## src/hdl/lpic_pkg.sv

```systemverilog
// constants shared by the interrupt and calibration block
package lpic_pkg;

    // ------------------------------------------------------------
    // register offsets
    // ------------------------------------------------------------
    localparam logic [7:0] LPIC_ADDR_WEIGHT_LOW   = 8'h95;
    localparam logic [7:0] LPIC_ADDR_WEIGHT_HIGH  = 8'h96;
    localparam logic [7:0] LPIC_ADDR_RATIO_LIMIT  = 8'h97;
    localparam logic [7:0] LPIC_ADDR_INT_CONTROL  = 8'h98;
    localparam logic [7:0] LPIC_ADDR_UPPER_LOW    = 8'h99;
    localparam logic [7:0] LPIC_ADDR_UPPER_HIGH   = 8'h9A;
    localparam logic [7:0] LPIC_ADDR_LOWER_LOW    = 8'h9B;
    localparam logic [7:0] LPIC_ADDR_LOWER_HIGH   = 8'h9C;

    // ------------------------------------------------------------
    // reset values
    // ------------------------------------------------------------
    localparam logic [7:0] LPIC_RST_WEIGHT_LOW    = 8'hC8;
    localparam logic [7:0] LPIC_RST_WEIGHT_HIGH   = 8'hFB;
    localparam logic [7:0] LPIC_RST_RATIO_LIMIT   = 8'hD0;
    localparam logic [7:0] LPIC_RST_INT_CONTROL   = 8'h08;
    localparam logic [7:0] LPIC_RST_UPPER_LOW     = 8'hFF;
    localparam logic [2:0] LPIC_RST_UPPER_HIGH    = 3'h7;
    localparam logic [7:0] LPIC_RST_LOWER_LOW     = 8'h00;
    localparam logic [2:0] LPIC_RST_LOWER_HIGH    = 3'h0;

    // ------------------------------------------------------------
    // field layout of interrupt_control
    // ------------------------------------------------------------
    localparam int LPIC_CTL_MODE_LSB     = 0;
    localparam int LPIC_CTL_MODE_MSB     = 1;
    localparam int LPIC_CTL_POLARITY_BIT = 2;
    localparam int LPIC_CTL_OUTPUT_BIT   = 3;
    localparam int LPIC_CTL_USED_MSB     = 3;

    // ------------------------------------------------------------
    // widths and sources
    // ------------------------------------------------------------
    localparam int LPIC_LIMIT_HIGH_W     = 3;
    localparam int LPIC_PROX_W           = 11;
    localparam int LPIC_PERSIST_W        = 4;
    localparam int LPIC_SOURCES          = 2;
    localparam int LPIC_SRC_PROX         = 0;
    localparam int LPIC_SRC_AMBIENT      = 1;

    localparam logic [LPIC_PERSIST_W-1:0] LPIC_PERSIST_MAX = 4'hF;
    localparam logic [LPIC_PERSIST_W-1:0] LPIC_PERSIST_ONE = 4'h1;
    localparam logic [LPIC_PERSIST_W-1:0] LPIC_PERSIST_NONE = 4'h0;

    // interrupt-source encodings
    typedef enum logic [1:0] {
        LPIC_SRC_OFF     = 2'h0,
        LPIC_SRC_PROX_ONLY = 2'h1,
        LPIC_SRC_AMB_ONLY  = 2'h2,
        LPIC_SRC_BOTH    = 2'h3
    } lpic_source_type;

endpackage

```

## src/hdl/lpic_interrupt_calib.sv

```systemverilog
// interrupt control, infrared cut-off and proximity window of the light sensor
module lpic_interrupt_calib
    import lpic_pkg::*;
#(
    parameter int AMB_W      = 20,
    parameter int COUNT_W    = 20,
    parameter int RATIO_FRAC = 8
) (
    // clock and reset
    input  wire logic                      clock_i,
    input  wire logic                      rst_i,
    // register port from the serial slave
    input  wire logic [7:0]                reg_addr_i,
    input  wire logic                      reg_wr_i,
    input  wire logic [7:0]                reg_wdata_i,
    input  wire logic                      reg_rd_i,
    input  wire logic                      read_busy_i,
    output logic      [7:0]                reg_rdata_o,
    output logic                           reg_hit_o,
    // status register access and persistence setting
    input  wire logic                      status_read_i,
    input  wire logic [LPIC_PERSIST_W-1:0] prox_persist_i,
    input  wire logic [LPIC_PERSIST_W-1:0] ambient_persist_i,
    // proximity measurement
    input  wire logic                      prox_valid_i,
    input  wire logic [LPIC_PROX_W-1:0]    proximity_result_i,
    // ambient measurement
    input  wire logic                      ambient_valid_i,
    input  wire logic                      ambient_outside_i,
    input  wire logic [AMB_W-1:0]          ambient_raw_i,
    input  wire logic [COUNT_W-1:0]        infrared_count_i,
    input  wire logic [COUNT_W-1:0]        clear_channel_count_i,
    // results to the rest of the device
    output logic      [AMB_W-1:0]          ambient_result_o,
    output logic                           ambient_result_valid_o,
    output logic      [15:0]               ch2_weight_o,
    output logic      [7:0]                infrared_ratio_limit_o,
    // status flags
    output logic                           prox_flag_o,
    output logic                           ambient_flag_o,
    // interrupt pin
    output logic                           int_o,
    output logic                           int_oe_n_o
);

    // ------------------------------------------------------------
    // registers
    // ------------------------------------------------------------
    logic [7:0]                   infrared_ratio_limit;
    logic [LPIC_CTL_USED_MSB:0]   interrupt_control;
    logic [7:0]                   prox_upper_limit_low;
    logic [LPIC_LIMIT_HIGH_W-1:0] prox_upper_limit_high;
    logic [7:0]                   prox_lower_limit_low;
    logic [LPIC_LIMIT_HIGH_W-1:0] prox_lower_limit_high;

    logic                         wr_weight_low;
    logic                         wr_weight_high;
    logic [15:0]                  ch2_weight;

    lpic_source_type              source_sel;
    logic                         polarity_high;
    logic                         per_measurement;

    assign source_sel      = lpic_source_type'(
        interrupt_control[LPIC_CTL_MODE_MSB:LPIC_CTL_MODE_LSB]);
    assign polarity_high   = interrupt_control[LPIC_CTL_POLARITY_BIT];
    assign per_measurement = interrupt_control[LPIC_CTL_OUTPUT_BIT];

    // ------------------------------------------------------------
    // register writes
    // ------------------------------------------------------------
    // host writes the weight
    assign wr_weight_low  = reg_wr_i && (reg_addr_i == LPIC_ADDR_WEIGHT_LOW);
    assign wr_weight_high = reg_wr_i && (reg_addr_i == LPIC_ADDR_WEIGHT_HIGH);

    lpic_weight_shadow u_weight (
        .clock_i     (clock_i),
        .rst_i       (rst_i),
        .wr_low_i    (wr_weight_low),
        .wr_high_i   (wr_weight_high),
        .wdata_i     (reg_wdata_i),
        .read_busy_i (read_busy_i),
        .weight_o    (ch2_weight)
    );

    assign ch2_weight_o = ch2_weight;

    always_ff @(posedge clock_i) begin
        if (rst_i) begin
            infrared_ratio_limit <= LPIC_RST_RATIO_LIMIT;
        end else if (reg_wr_i && (reg_addr_i == LPIC_ADDR_RATIO_LIMIT)) begin
            infrared_ratio_limit <= reg_wdata_i;
        end
    end

    assign infrared_ratio_limit_o = infrared_ratio_limit;

    // control default
    // reserved upper bits are not stored and read back as zero
    always_ff @(posedge clock_i) begin
        if (rst_i) begin
            interrupt_control <= LPIC_RST_INT_CONTROL[LPIC_CTL_USED_MSB:0];
        end else if (reg_wr_i && (reg_addr_i == LPIC_ADDR_INT_CONTROL)) begin
            interrupt_control <= reg_wdata_i[LPIC_CTL_USED_MSB:0];
        end
    end

    always_ff @(posedge clock_i) begin
        if (rst_i) begin
            prox_upper_limit_low  <= LPIC_RST_UPPER_LOW;
            prox_upper_limit_high <= LPIC_RST_UPPER_HIGH;
            prox_lower_limit_low  <= LPIC_RST_LOWER_LOW;
            prox_lower_limit_high <= LPIC_RST_LOWER_HIGH;
        end else if (reg_wr_i) begin
            unique case (reg_addr_i)
                LPIC_ADDR_UPPER_LOW: begin
                    prox_upper_limit_low <= reg_wdata_i;
                end
                LPIC_ADDR_UPPER_HIGH: begin
                    prox_upper_limit_high <= reg_wdata_i[LPIC_LIMIT_HIGH_W-1:0];
                end
                LPIC_ADDR_LOWER_LOW: begin
                    prox_lower_limit_low <= reg_wdata_i;
                end
                LPIC_ADDR_LOWER_HIGH: begin
                    prox_lower_limit_high <= reg_wdata_i[LPIC_LIMIT_HIGH_W-1:0];
                end
                default: begin
                end
            endcase
        end
    end

    // ------------------------------------------------------------
    // register reads
    // ------------------------------------------------------------
    logic [7:0] next_rdata;
    logic       next_hit;

    always_comb begin
        next_rdata = 8'h00;
        next_hit   = 1'b1;
        unique case (reg_addr_i)
            LPIC_ADDR_WEIGHT_LOW: begin
                next_rdata = ch2_weight[7:0];
            end
            LPIC_ADDR_WEIGHT_HIGH: begin
                next_rdata = ch2_weight[15:8];
            end
            LPIC_ADDR_RATIO_LIMIT: begin
                next_rdata = infrared_ratio_limit;
            end
            LPIC_ADDR_INT_CONTROL: begin
                next_rdata = {{(7-LPIC_CTL_USED_MSB){1'b0}}, interrupt_control};
            end
            LPIC_ADDR_UPPER_LOW: begin
                next_rdata = prox_upper_limit_low;
            end
            LPIC_ADDR_UPPER_HIGH: begin
                next_rdata = {{(8-LPIC_LIMIT_HIGH_W){1'b0}}, prox_upper_limit_high};
            end
            LPIC_ADDR_LOWER_LOW: begin
                next_rdata = prox_lower_limit_low;
            end
            LPIC_ADDR_LOWER_HIGH: begin
                next_rdata = {{(8-LPIC_LIMIT_HIGH_W){1'b0}}, prox_lower_limit_high};
            end
            default: begin
                next_hit = 1'b0;
            end
        endcase
    end

    // read data held until the next read strobe
    always_ff @(posedge clock_i) begin
        if (rst_i) begin
            reg_rdata_o <= 8'h00;
            reg_hit_o   <= 1'b0;
        end else if (reg_rd_i) begin
            reg_rdata_o <= next_rdata;
            reg_hit_o   <= next_hit;
        end
    end

    // ------------------------------------------------------------
    // infrared cut-off
    // ------------------------------------------------------------
    // compare as a product so no divider is needed; ratio has RATIO_FRAC fraction bits
    localparam int PROD_W = COUNT_W + 8 + RATIO_FRAC;

    logic [PROD_W-1:0] ir_scaled;
    logic [PROD_W-1:0] limit_scaled;
    logic              ratio_over;

    assign ir_scaled    = PROD_W'(infrared_count_i) << RATIO_FRAC;
    assign limit_scaled = PROD_W'(infrared_ratio_limit) * PROD_W'(clear_channel_count_i);
    assign ratio_over   = ir_scaled > limit_scaled;

    always_ff @(posedge clock_i) begin
        if (rst_i) begin
            ambient_result_o       <= '0;
            ambient_result_valid_o <= 1'b0;
        end else begin
            ambient_result_valid_o <= ambient_valid_i;
            if (ambient_valid_i) begin
                ambient_result_o <= ratio_over ? '0 : ambient_raw_i;
            end
        end
    end

    // ------------------------------------------------------------
    // proximity window
    // ------------------------------------------------------------
    logic [LPIC_PROX_W-1:0] prox_upper;
    logic [LPIC_PROX_W-1:0] prox_lower;
    logic                   prox_outside;

    assign prox_upper = {prox_upper_limit_high, prox_upper_limit_low};
    assign prox_lower = {prox_lower_limit_high, prox_lower_limit_low};

    assign prox_outside = (proximity_result_i > prox_upper) || (proximity_result_i < prox_lower);

    // ------------------------------------------------------------
    // persistence per source
    // ------------------------------------------------------------
    logic [LPIC_SOURCES-1:0]   meas_valid;
    logic [LPIC_SOURCES-1:0]   meas_outside;
    logic [LPIC_PERSIST_W-1:0] persist_need [LPIC_SOURCES];
    logic [LPIC_SOURCES-1:0]   hit;

    assign meas_valid[LPIC_SRC_PROX]      = prox_valid_i;
    assign meas_valid[LPIC_SRC_AMBIENT]   = ambient_valid_i;
    assign meas_outside[LPIC_SRC_PROX]    = prox_outside;
    assign meas_outside[LPIC_SRC_AMBIENT] = ambient_outside_i;
    assign persist_need[LPIC_SRC_PROX]    = prox_persist_i;
    assign persist_need[LPIC_SRC_AMBIENT] = ambient_persist_i;

    for (genvar s = 0; s < LPIC_SOURCES; s++) begin : g_source
        logic [LPIC_PERSIST_W-1:0] run;
        logic [LPIC_PERSIST_W-1:0] next_run;
        logic [LPIC_PERSIST_W-1:0] need;

        // a setting of zero behaves like one: each outside result counts
        assign need     = (persist_need[s] == LPIC_PERSIST_NONE) ? LPIC_PERSIST_ONE
                                                                 : persist_need[s];
        assign next_run = (run == LPIC_PERSIST_MAX) ? run : run + LPIC_PERSIST_ONE;

        always_ff @(posedge clock_i) begin
            if (rst_i) begin
                run <= LPIC_PERSIST_NONE;
            end else if (meas_valid[s]) begin
                run <= meas_outside[s] ? next_run : LPIC_PERSIST_NONE;
            end
        end

        assign hit[s] = meas_valid[s] && meas_outside[s] && (next_run >= need);
    end

    // ------------------------------------------------------------
    // status flags
    // ------------------------------------------------------------
    logic [LPIC_SOURCES-1:0] status_flag;

    // status kept even when disabled
    // a hit in the clearing cycle survives
    always_ff @(posedge clock_i) begin
        if (rst_i) begin
            status_flag <= '0;
        end else begin
            status_flag <= (status_read_i ? '0 : status_flag) | hit;
        end
    end

    assign prox_flag_o    = status_flag[LPIC_SRC_PROX];
    assign ambient_flag_o = status_flag[LPIC_SRC_AMBIENT];

    // ------------------------------------------------------------
    // interrupt state
    // ------------------------------------------------------------
    logic [LPIC_SOURCES-1:0] src_enable;
    logic                    int_active;

    always_comb begin
        unique case (source_sel)
            LPIC_SRC_OFF:       src_enable = 2'b00;
            LPIC_SRC_PROX_ONLY: src_enable = 2'b01;
            LPIC_SRC_AMB_ONLY:  src_enable = 2'b10;
            LPIC_SRC_BOTH:      src_enable = 2'b11;
        endcase
    end

    always_ff @(posedge clock_i) begin
        if (rst_i) begin
            int_active <= 1'b0;
        end else if (per_measurement) begin
            if (|(meas_valid & src_enable)) begin
                int_active <= |(hit & src_enable);
            end
        end else if (|(hit & src_enable)) begin
            int_active <= 1'b1;
        end else if (status_read_i) begin
            int_active <= 1'b0;
        end
    end

    // ------------------------------------------------------------
    // interrupt pin
    // ------------------------------------------------------------
    // polarity of the pin
    always_ff @(posedge clock_i) begin
        if (rst_i) begin
            int_o      <= 1'b1;
            int_oe_n_o <= 1'b1;
        end else begin
            int_o      <= polarity_high ? int_active : !int_active;
            int_oe_n_o <= (source_sel == LPIC_SRC_OFF);
        end
    end

endmodule

```

## src/hdl/lpic_weight_shadow.sv

```systemverilog
// second-channel weight pair with read freeze and shadow copy
module lpic_weight_shadow
    import lpic_pkg::*;
(
    // clock and reset
    input  wire logic        clock_i,
    input  wire logic        rst_i,
    // host writes
    input  wire logic        wr_low_i,
    input  wire logic        wr_high_i,
    input  wire logic [7:0]  wdata_i,
    // read in progress
    input  wire logic        read_busy_i,
    // visible pair
    output logic      [15:0] weight_o
);

    // ------------------------------------------------------------
    // shadow storage
    // ------------------------------------------------------------
    logic [15:0] shadow;
    logic        pending;

    always_ff @(posedge clock_i) begin
        if (rst_i) begin
            shadow <= {LPIC_RST_WEIGHT_HIGH, LPIC_RST_WEIGHT_LOW};
        end else begin
            if (wr_low_i) begin
                shadow[7:0] <= wdata_i;
            end
            if (wr_high_i) begin
                shadow[15:8] <= wdata_i;
            end
        end
    end

    // a write in the copy cycle keeps pending so the newest byte still lands
    always_ff @(posedge clock_i) begin
        if (rst_i) begin
            pending <= 1'b0;
        end else if (wr_low_i || wr_high_i) begin
            pending <= 1'b1;
        end else if (!read_busy_i) begin
            pending <= 1'b0;
        end
    end

    // ------------------------------------------------------------
    // visible pair
    // ------------------------------------------------------------
    // reset defaults
    always_ff @(posedge clock_i) begin
        if (rst_i) begin
            weight_o <= {LPIC_RST_WEIGHT_HIGH, LPIC_RST_WEIGHT_LOW};
        end else if (pending && !read_busy_i) begin
            weight_o <= shadow;
        end
    end

endmodule
```

## config.mk

```make
export PLATFORM = sky130hd
export DESIGN_NAME = lpic_interrupt_calib
export DESIGN_NICKNAME = d
export VERILOG_FILES = /design/src/hdl/lpic_pkg.sv /design/src/hdl/lpic_interrupt_calib.sv /design/src/hdl/lpic_weight_shadow.sv
export SDC_FILE = /design/constraint.sdc
export NUM_CORES = 1
export LEC_CHECK = 0
export BUFFER_PORTS_ARGS = -buffer_cell sky130_fd_sc_hd__clkbuf_2
export CORE_MARGIN = 5
export CORE_UTILIZATION = 50
export CTS_CLUSTER_DIAMETER = 40
export DETAILED_ROUTE_END_ITERATION = 6
export GPL_TIMING_DRIVEN = 0
export PLACE_DENSITY = 0.76
export SYNTH_ARGS = -nofsm -noshare
export SYNTH_HDL_FRONTEND = slang
export SYNTH_SLANG_ARGS = --single-unit
```

## constraint.sdc

```tcl
create_clock -name clock_i -period 13.6 [get_ports clock_i]
set_input_delay 2.72 -clock clock_i [delete_from_list [all_inputs] [get_ports clock_i]]
set_output_delay 2.72 -clock clock_i [all_outputs]
set_load 0.02 [all_outputs]
```

==> flow_metrics.py <==
metrics = {
    "pwr": {
        "clkPwrFrac_pct": 25.1,
        "combPwrFrac_pct": 44.4,
        "internal-power_uw": 690.0,
        "p_switching_uw": 408.9,
        "p_leak_uw": 0.006054,
        "p_seq_share_pct": 30.5,
        "power_density_nw_per_um2": 87.74,
        "switching_share_pct": 37.21,
        "ir_worst_vdd_mv": 0.05654,
    },
    "timing": {
        "worst_slew_pin_slew_ns": 1.248,
        "setup_viol_count_final": 0,
        "max_freq_mhz": 107.9,
        "fin_crit_ns": 9.266,
        "hold_viol": 0,
        "finClkSkew_ns": 0.009579,
        "min_period_over_period_pct": 68.13,
        "slew_headroom_pct": 15.60,
        "hold_ws_ns": 0.4586,
        "drv_slew": 0,
        "rsz0062_at_grt": "false",
        "setup_tns_ns": 0,
    },
    "cts": {
        "cts_htree_levels": 3,
        "cts.sinks": 110,
        "cts_tree": "built",
        "postCtsSetupBuffers": 0,
        "clk_pin_slew_ns": 0.08,
        "numCtsBuffers": 9,
        "root_buffer": "clkbuf_16",
        "cts_hold_buf": 0,
        "cts_resized": 0,
        "cts_buffer_depth": 2,
        "clk_latency_ns": 0.36,
    },
    "logic_synthesis": {
        "yosysUniqueCellTypes": 69,
        "syn_area_per_cell_um2": 8.481,
        "async_reset_ff_share_pct": 0,
        "synth_top_area_cell": "dfxtp_1",
        "synth-edff-count": 0,
        "yosysTopAreaCellShare_pct": 19.85,
        "synthFlopType": "dfxtp_1",
        "postSynthNetCount": 1619,
        "yosys-top-cells-area": "dfxtp_1 20%, fa_1 19%, ha_1 11%",
        "synth-seq-cells": 110,
        "synthesis.area_um2": 11090,
        "synthCells": 1308,
        "yosys_warnings": 0,
        "synth-seq-area-share_pct": 19.85,
    },
    "floorplanning": {
        "io_pins": 162,
        "start_util_pct": 50.83,
        "fp.dieH_um": 159.0,
        "die_x_um": 159.0,
        "row_count": 54,
        "die-area_um2": 25270,
        "coreArea_um2": 21820,
    },
    "global_routing": {
        "grt_max_degree": 18,
        "grt_pass1_vias": 10040,
        "grt_antenna_before_repair": 1,
        "grt_use_total_pct": 23.13,
        "gr-total-overflow": 0,
        "grt_pass1_wl_um": 49480,
    },
    "finish": {
        "antennaDiodeCount": 0,
        "area_delta_synth_final_pct": 12.90,
        "fillers": 1938,
        "drive_gt1_share_pct": 14.07,
        "nNetsFinal": 1784,
        "fin_util_pct": 57.39,
    },
    "setup_path": {
        "cp_data_arrival_time_ns": 9.53,
        "worstPathRequired_ns": 13.87,
        "worstPathMaxFanout": 10,
        "critPathLaunchType": "input pin",
        "end_kind": "flip-flop",
        "crit_type": "input pin to flip-flop",
    },
    "drt": {
        "drt_first_pass_iters": 5,
        "wirelength_um": 29880,
        "ant_nets": 0,
        "drcViolationCount": 0,
        "viasPerCell": 5.559,
        "avgRoutedWirePerCell_um": 17.00,
        "routed-via-count": 9773,
        "drtIter0Drc": 651,
    },
    "run": {
        "drv_cap": 0,
    },
    "place": {
        "place_hpwl_um": 24190,
        "portBuffers": 154,
        "gp_congestion": 0.8972,
    },
    "status": {
        "status": "finished clean",
    },
    "worst_hold_path": {
        "worstHoldPathType": "flip-flop to flip-flop",
    },
}
## synth_stat cells (4+ instances only)
| cell | instances |
|---|---|
| clkbuf_8 | 4 |
| nor2b_1 | 7 |
| fa_1 | 108 |
| mux2i_1 | 29 |
| and2_1 | 115 |
| o211ai_1 | 17 |
| nand2_1 | 160 |
| nand2b_1 | 14 |
| dfxtp_1 | 110 |
| ha_1 | 99 |
| mux2_2 | 10 |
| nand3_1 | 19 |
| xnor2_1 | 11 |
| o21ai_0 | 25 |
| nand4_1 | 11 |
| buf_2 | 4 |
| a21o_1 | 24 |
| a22oi_1 | 22 |
| nand3b_1 | 12 |
| a31o_2 | 4 |
| a21oi_1 | 77 |
| and3_1 | 7 |
| clkbuf_1 | 51 |
| inv_1 | 166 |
| xor2_1 | 11 |
| o22ai_1 | 7 |
| nor2_1 | 81 |
| a211o_1 | 4 |
| o31ai_1 | 24 |
| nor3b_1 | 21 |
## state kept, by name, indices dropped and copies added, names as in the netlist
register	flops
int_active	1
u_weight.weight_o	16
interrupt_control	4
reg_hit_o	1
prox_lower_limit_high	3
int_oe_n_o	1
u_weight.pending	1
reg_rdata_o	8
prox_upper_limit_low	8
ambient_result_valid_o	1
prox_upper_limit_high	3
status_flag	2
g_source.run	8
u_weight.shadow	16
int_o	1
infrared_ratio_limit_o	8
ambient_result_o	20
prox_lower_limit_low	8
## final cells by class
type | count | area [um^2] | share of cell area, %
buffer | 65 | 322.8 | 2.577
clock buffer | 12 | 256.5 | 2.048
clock inverter | 4 | 53.80 | 0.4296
inverter | 167 | 626.9 | 5.005
multi-input combinational | 966 | 7941 | 63.41
sequential | 110 | 2202 | 17.58
tap | 280 | 350.3 | 2.797
timing repair buffer | 154 | 770.7 | 6.154
## stage by stage
stage               instances  power, uW  cell area (um^2)  worst slack, ns
finish                   1758       1099             12520            4.334
global route             1758       1187             12520            3.862
CTS                      1758       1104             12520            4.302
detailed placement       1742      827.7             12210            3.936
global placement         1742      813.7             12210            4.035
floorplan                1308      704.3             11090            5.015
## final timing paths
| kind | startpoint | endpoint | slack, ns | depth (start not counted) |
|---|---|---|---|---|
| min reg2reg | status_flag[0] | status_flag[0] | 0.46 | 2 |
| min | status_flag[0] | status_flag[0] | 0.46 | 2 |
| max reg2reg | infrared_ratio_limit_o[7] | ambient_result_o[2] | 6.02 | 25 |
| max | clear_channel_count_i[16] | ambient_result_o[2] | 4.33 | 24 |
## placed cells by master (no fill, tap or decap), types with 3 or more instances in the layout
| master | netlist | final |
|---|---|---|
| a211o_1 | 4 | 4 |
| a211oi_1 | 3 | 3 |
| a21o_1 | 24 | 24 |
| a21oi_1 | 77 | 77 |
| a22oi_1 | 22 | 22 |
| a31o_2 | 4 | 4 |
| and2_1 | 115 | 115 |
| and3_1 | 7 | 7 |
| buf_2 | 4 | 4 |
| buf_6 | 3 | 3 |
| clkbuf_1 | 51 | 52 |
| clkbuf_16 | 0 | 9 |
| clkbuf_2 | 0 | 154 |
| clkbuf_8 | 4 | 6 |
| dfxtp_1 | 110 | 110 |
| fa_1 | 108 | 108 |
| ha_1 | 99 | 99 |
| inv_1 | 166 | 166 |
| mux2_2 | 10 | 10 |
| mux2i_1 | 29 | 29 |
| mux4_2 | 3 | 3 |
| nand2_1 | 160 | 160 |
| nand2b_1 | 14 | 14 |
| nand3_1 | 19 | 19 |
| nand3b_1 | 12 | 12 |
| nand4_1 | 11 | 11 |
| nor2_1 | 81 | 81 |
| nor2b_1 | 7 | 7 |
| nor3_1 | 3 | 3 |
| nor3b_1 | 21 | 21 |
| o211ai_1 | 17 | 17 |
| o21ai_0 | 25 | 25 |
| o21bai_1 | 3 | 3 |
| o22ai_1 | 7 | 7 |
| o31ai_1 | 24 | 24 |
| xnor2_1 | 11 | 11 |
| xor2_1 | 11 | 11 |
## critical path, cell delays in order
cell and delay, ns:
clkbuf_1 0.38, and2_1 0.23, fa_1 0.43, fa_1 0.47, fa_1 0.54, inv_1 0.05, fa_1 0.55, inv_1 0.05
ha_1 0.36, a21oi_1 0.16, o21ai_0 0.16, a2111oi_0 0.43, a21oi_1 0.21, a21o_1 0.21, a21oi_1 0.20, xor2_1 0.12
ha_1 0.31, nand4_1 0.14, or4_1 0.60, a2111oi_0 0.51, and4bb_1 0.36, buf_6 0.17, a21oi_1 0.09, o31ai_1 0.07
## cells by family (layout without fill, tap and decap cells)
group,Yosys count,in the layout,share of synthesized area (%)
adder cells (fa/ha/maj),207,207,30.66
multiplexers,42,42,4.241
AO/OA/AOI/OAI,229,229,13.61
XOR/XNOR,22,22,1.737
AND/OR/NAND/NOR,466,466,21.34
flip-flops,110,110,19.85
buffers and inverters,232,402,8.561
## power by group through the flow
| stage | logic (uW) | registers, uW | clock network, uW |
|---|---|---|---|
| finish | 488 | 335 | 276 |
| global route | 558 | 336 | 293 |
| CTS | 489 | 335 | 280 |
| detailed placement | 485 | 342 | 0 |
| global placement | 471 | 342 | 0 |
| floorplan | 353 | 351 | 0 |
## layer usage
metal  vias up  track usage, %  routed length, um
met5         -               0                 20
met4         2           7.328                897
met3        57           3.779               1822
met2       325           39.75              14500
met1      4741           29.88              12640
li1       4648               -                  -
No activity file was read; power rests on OpenSTA's default activity.
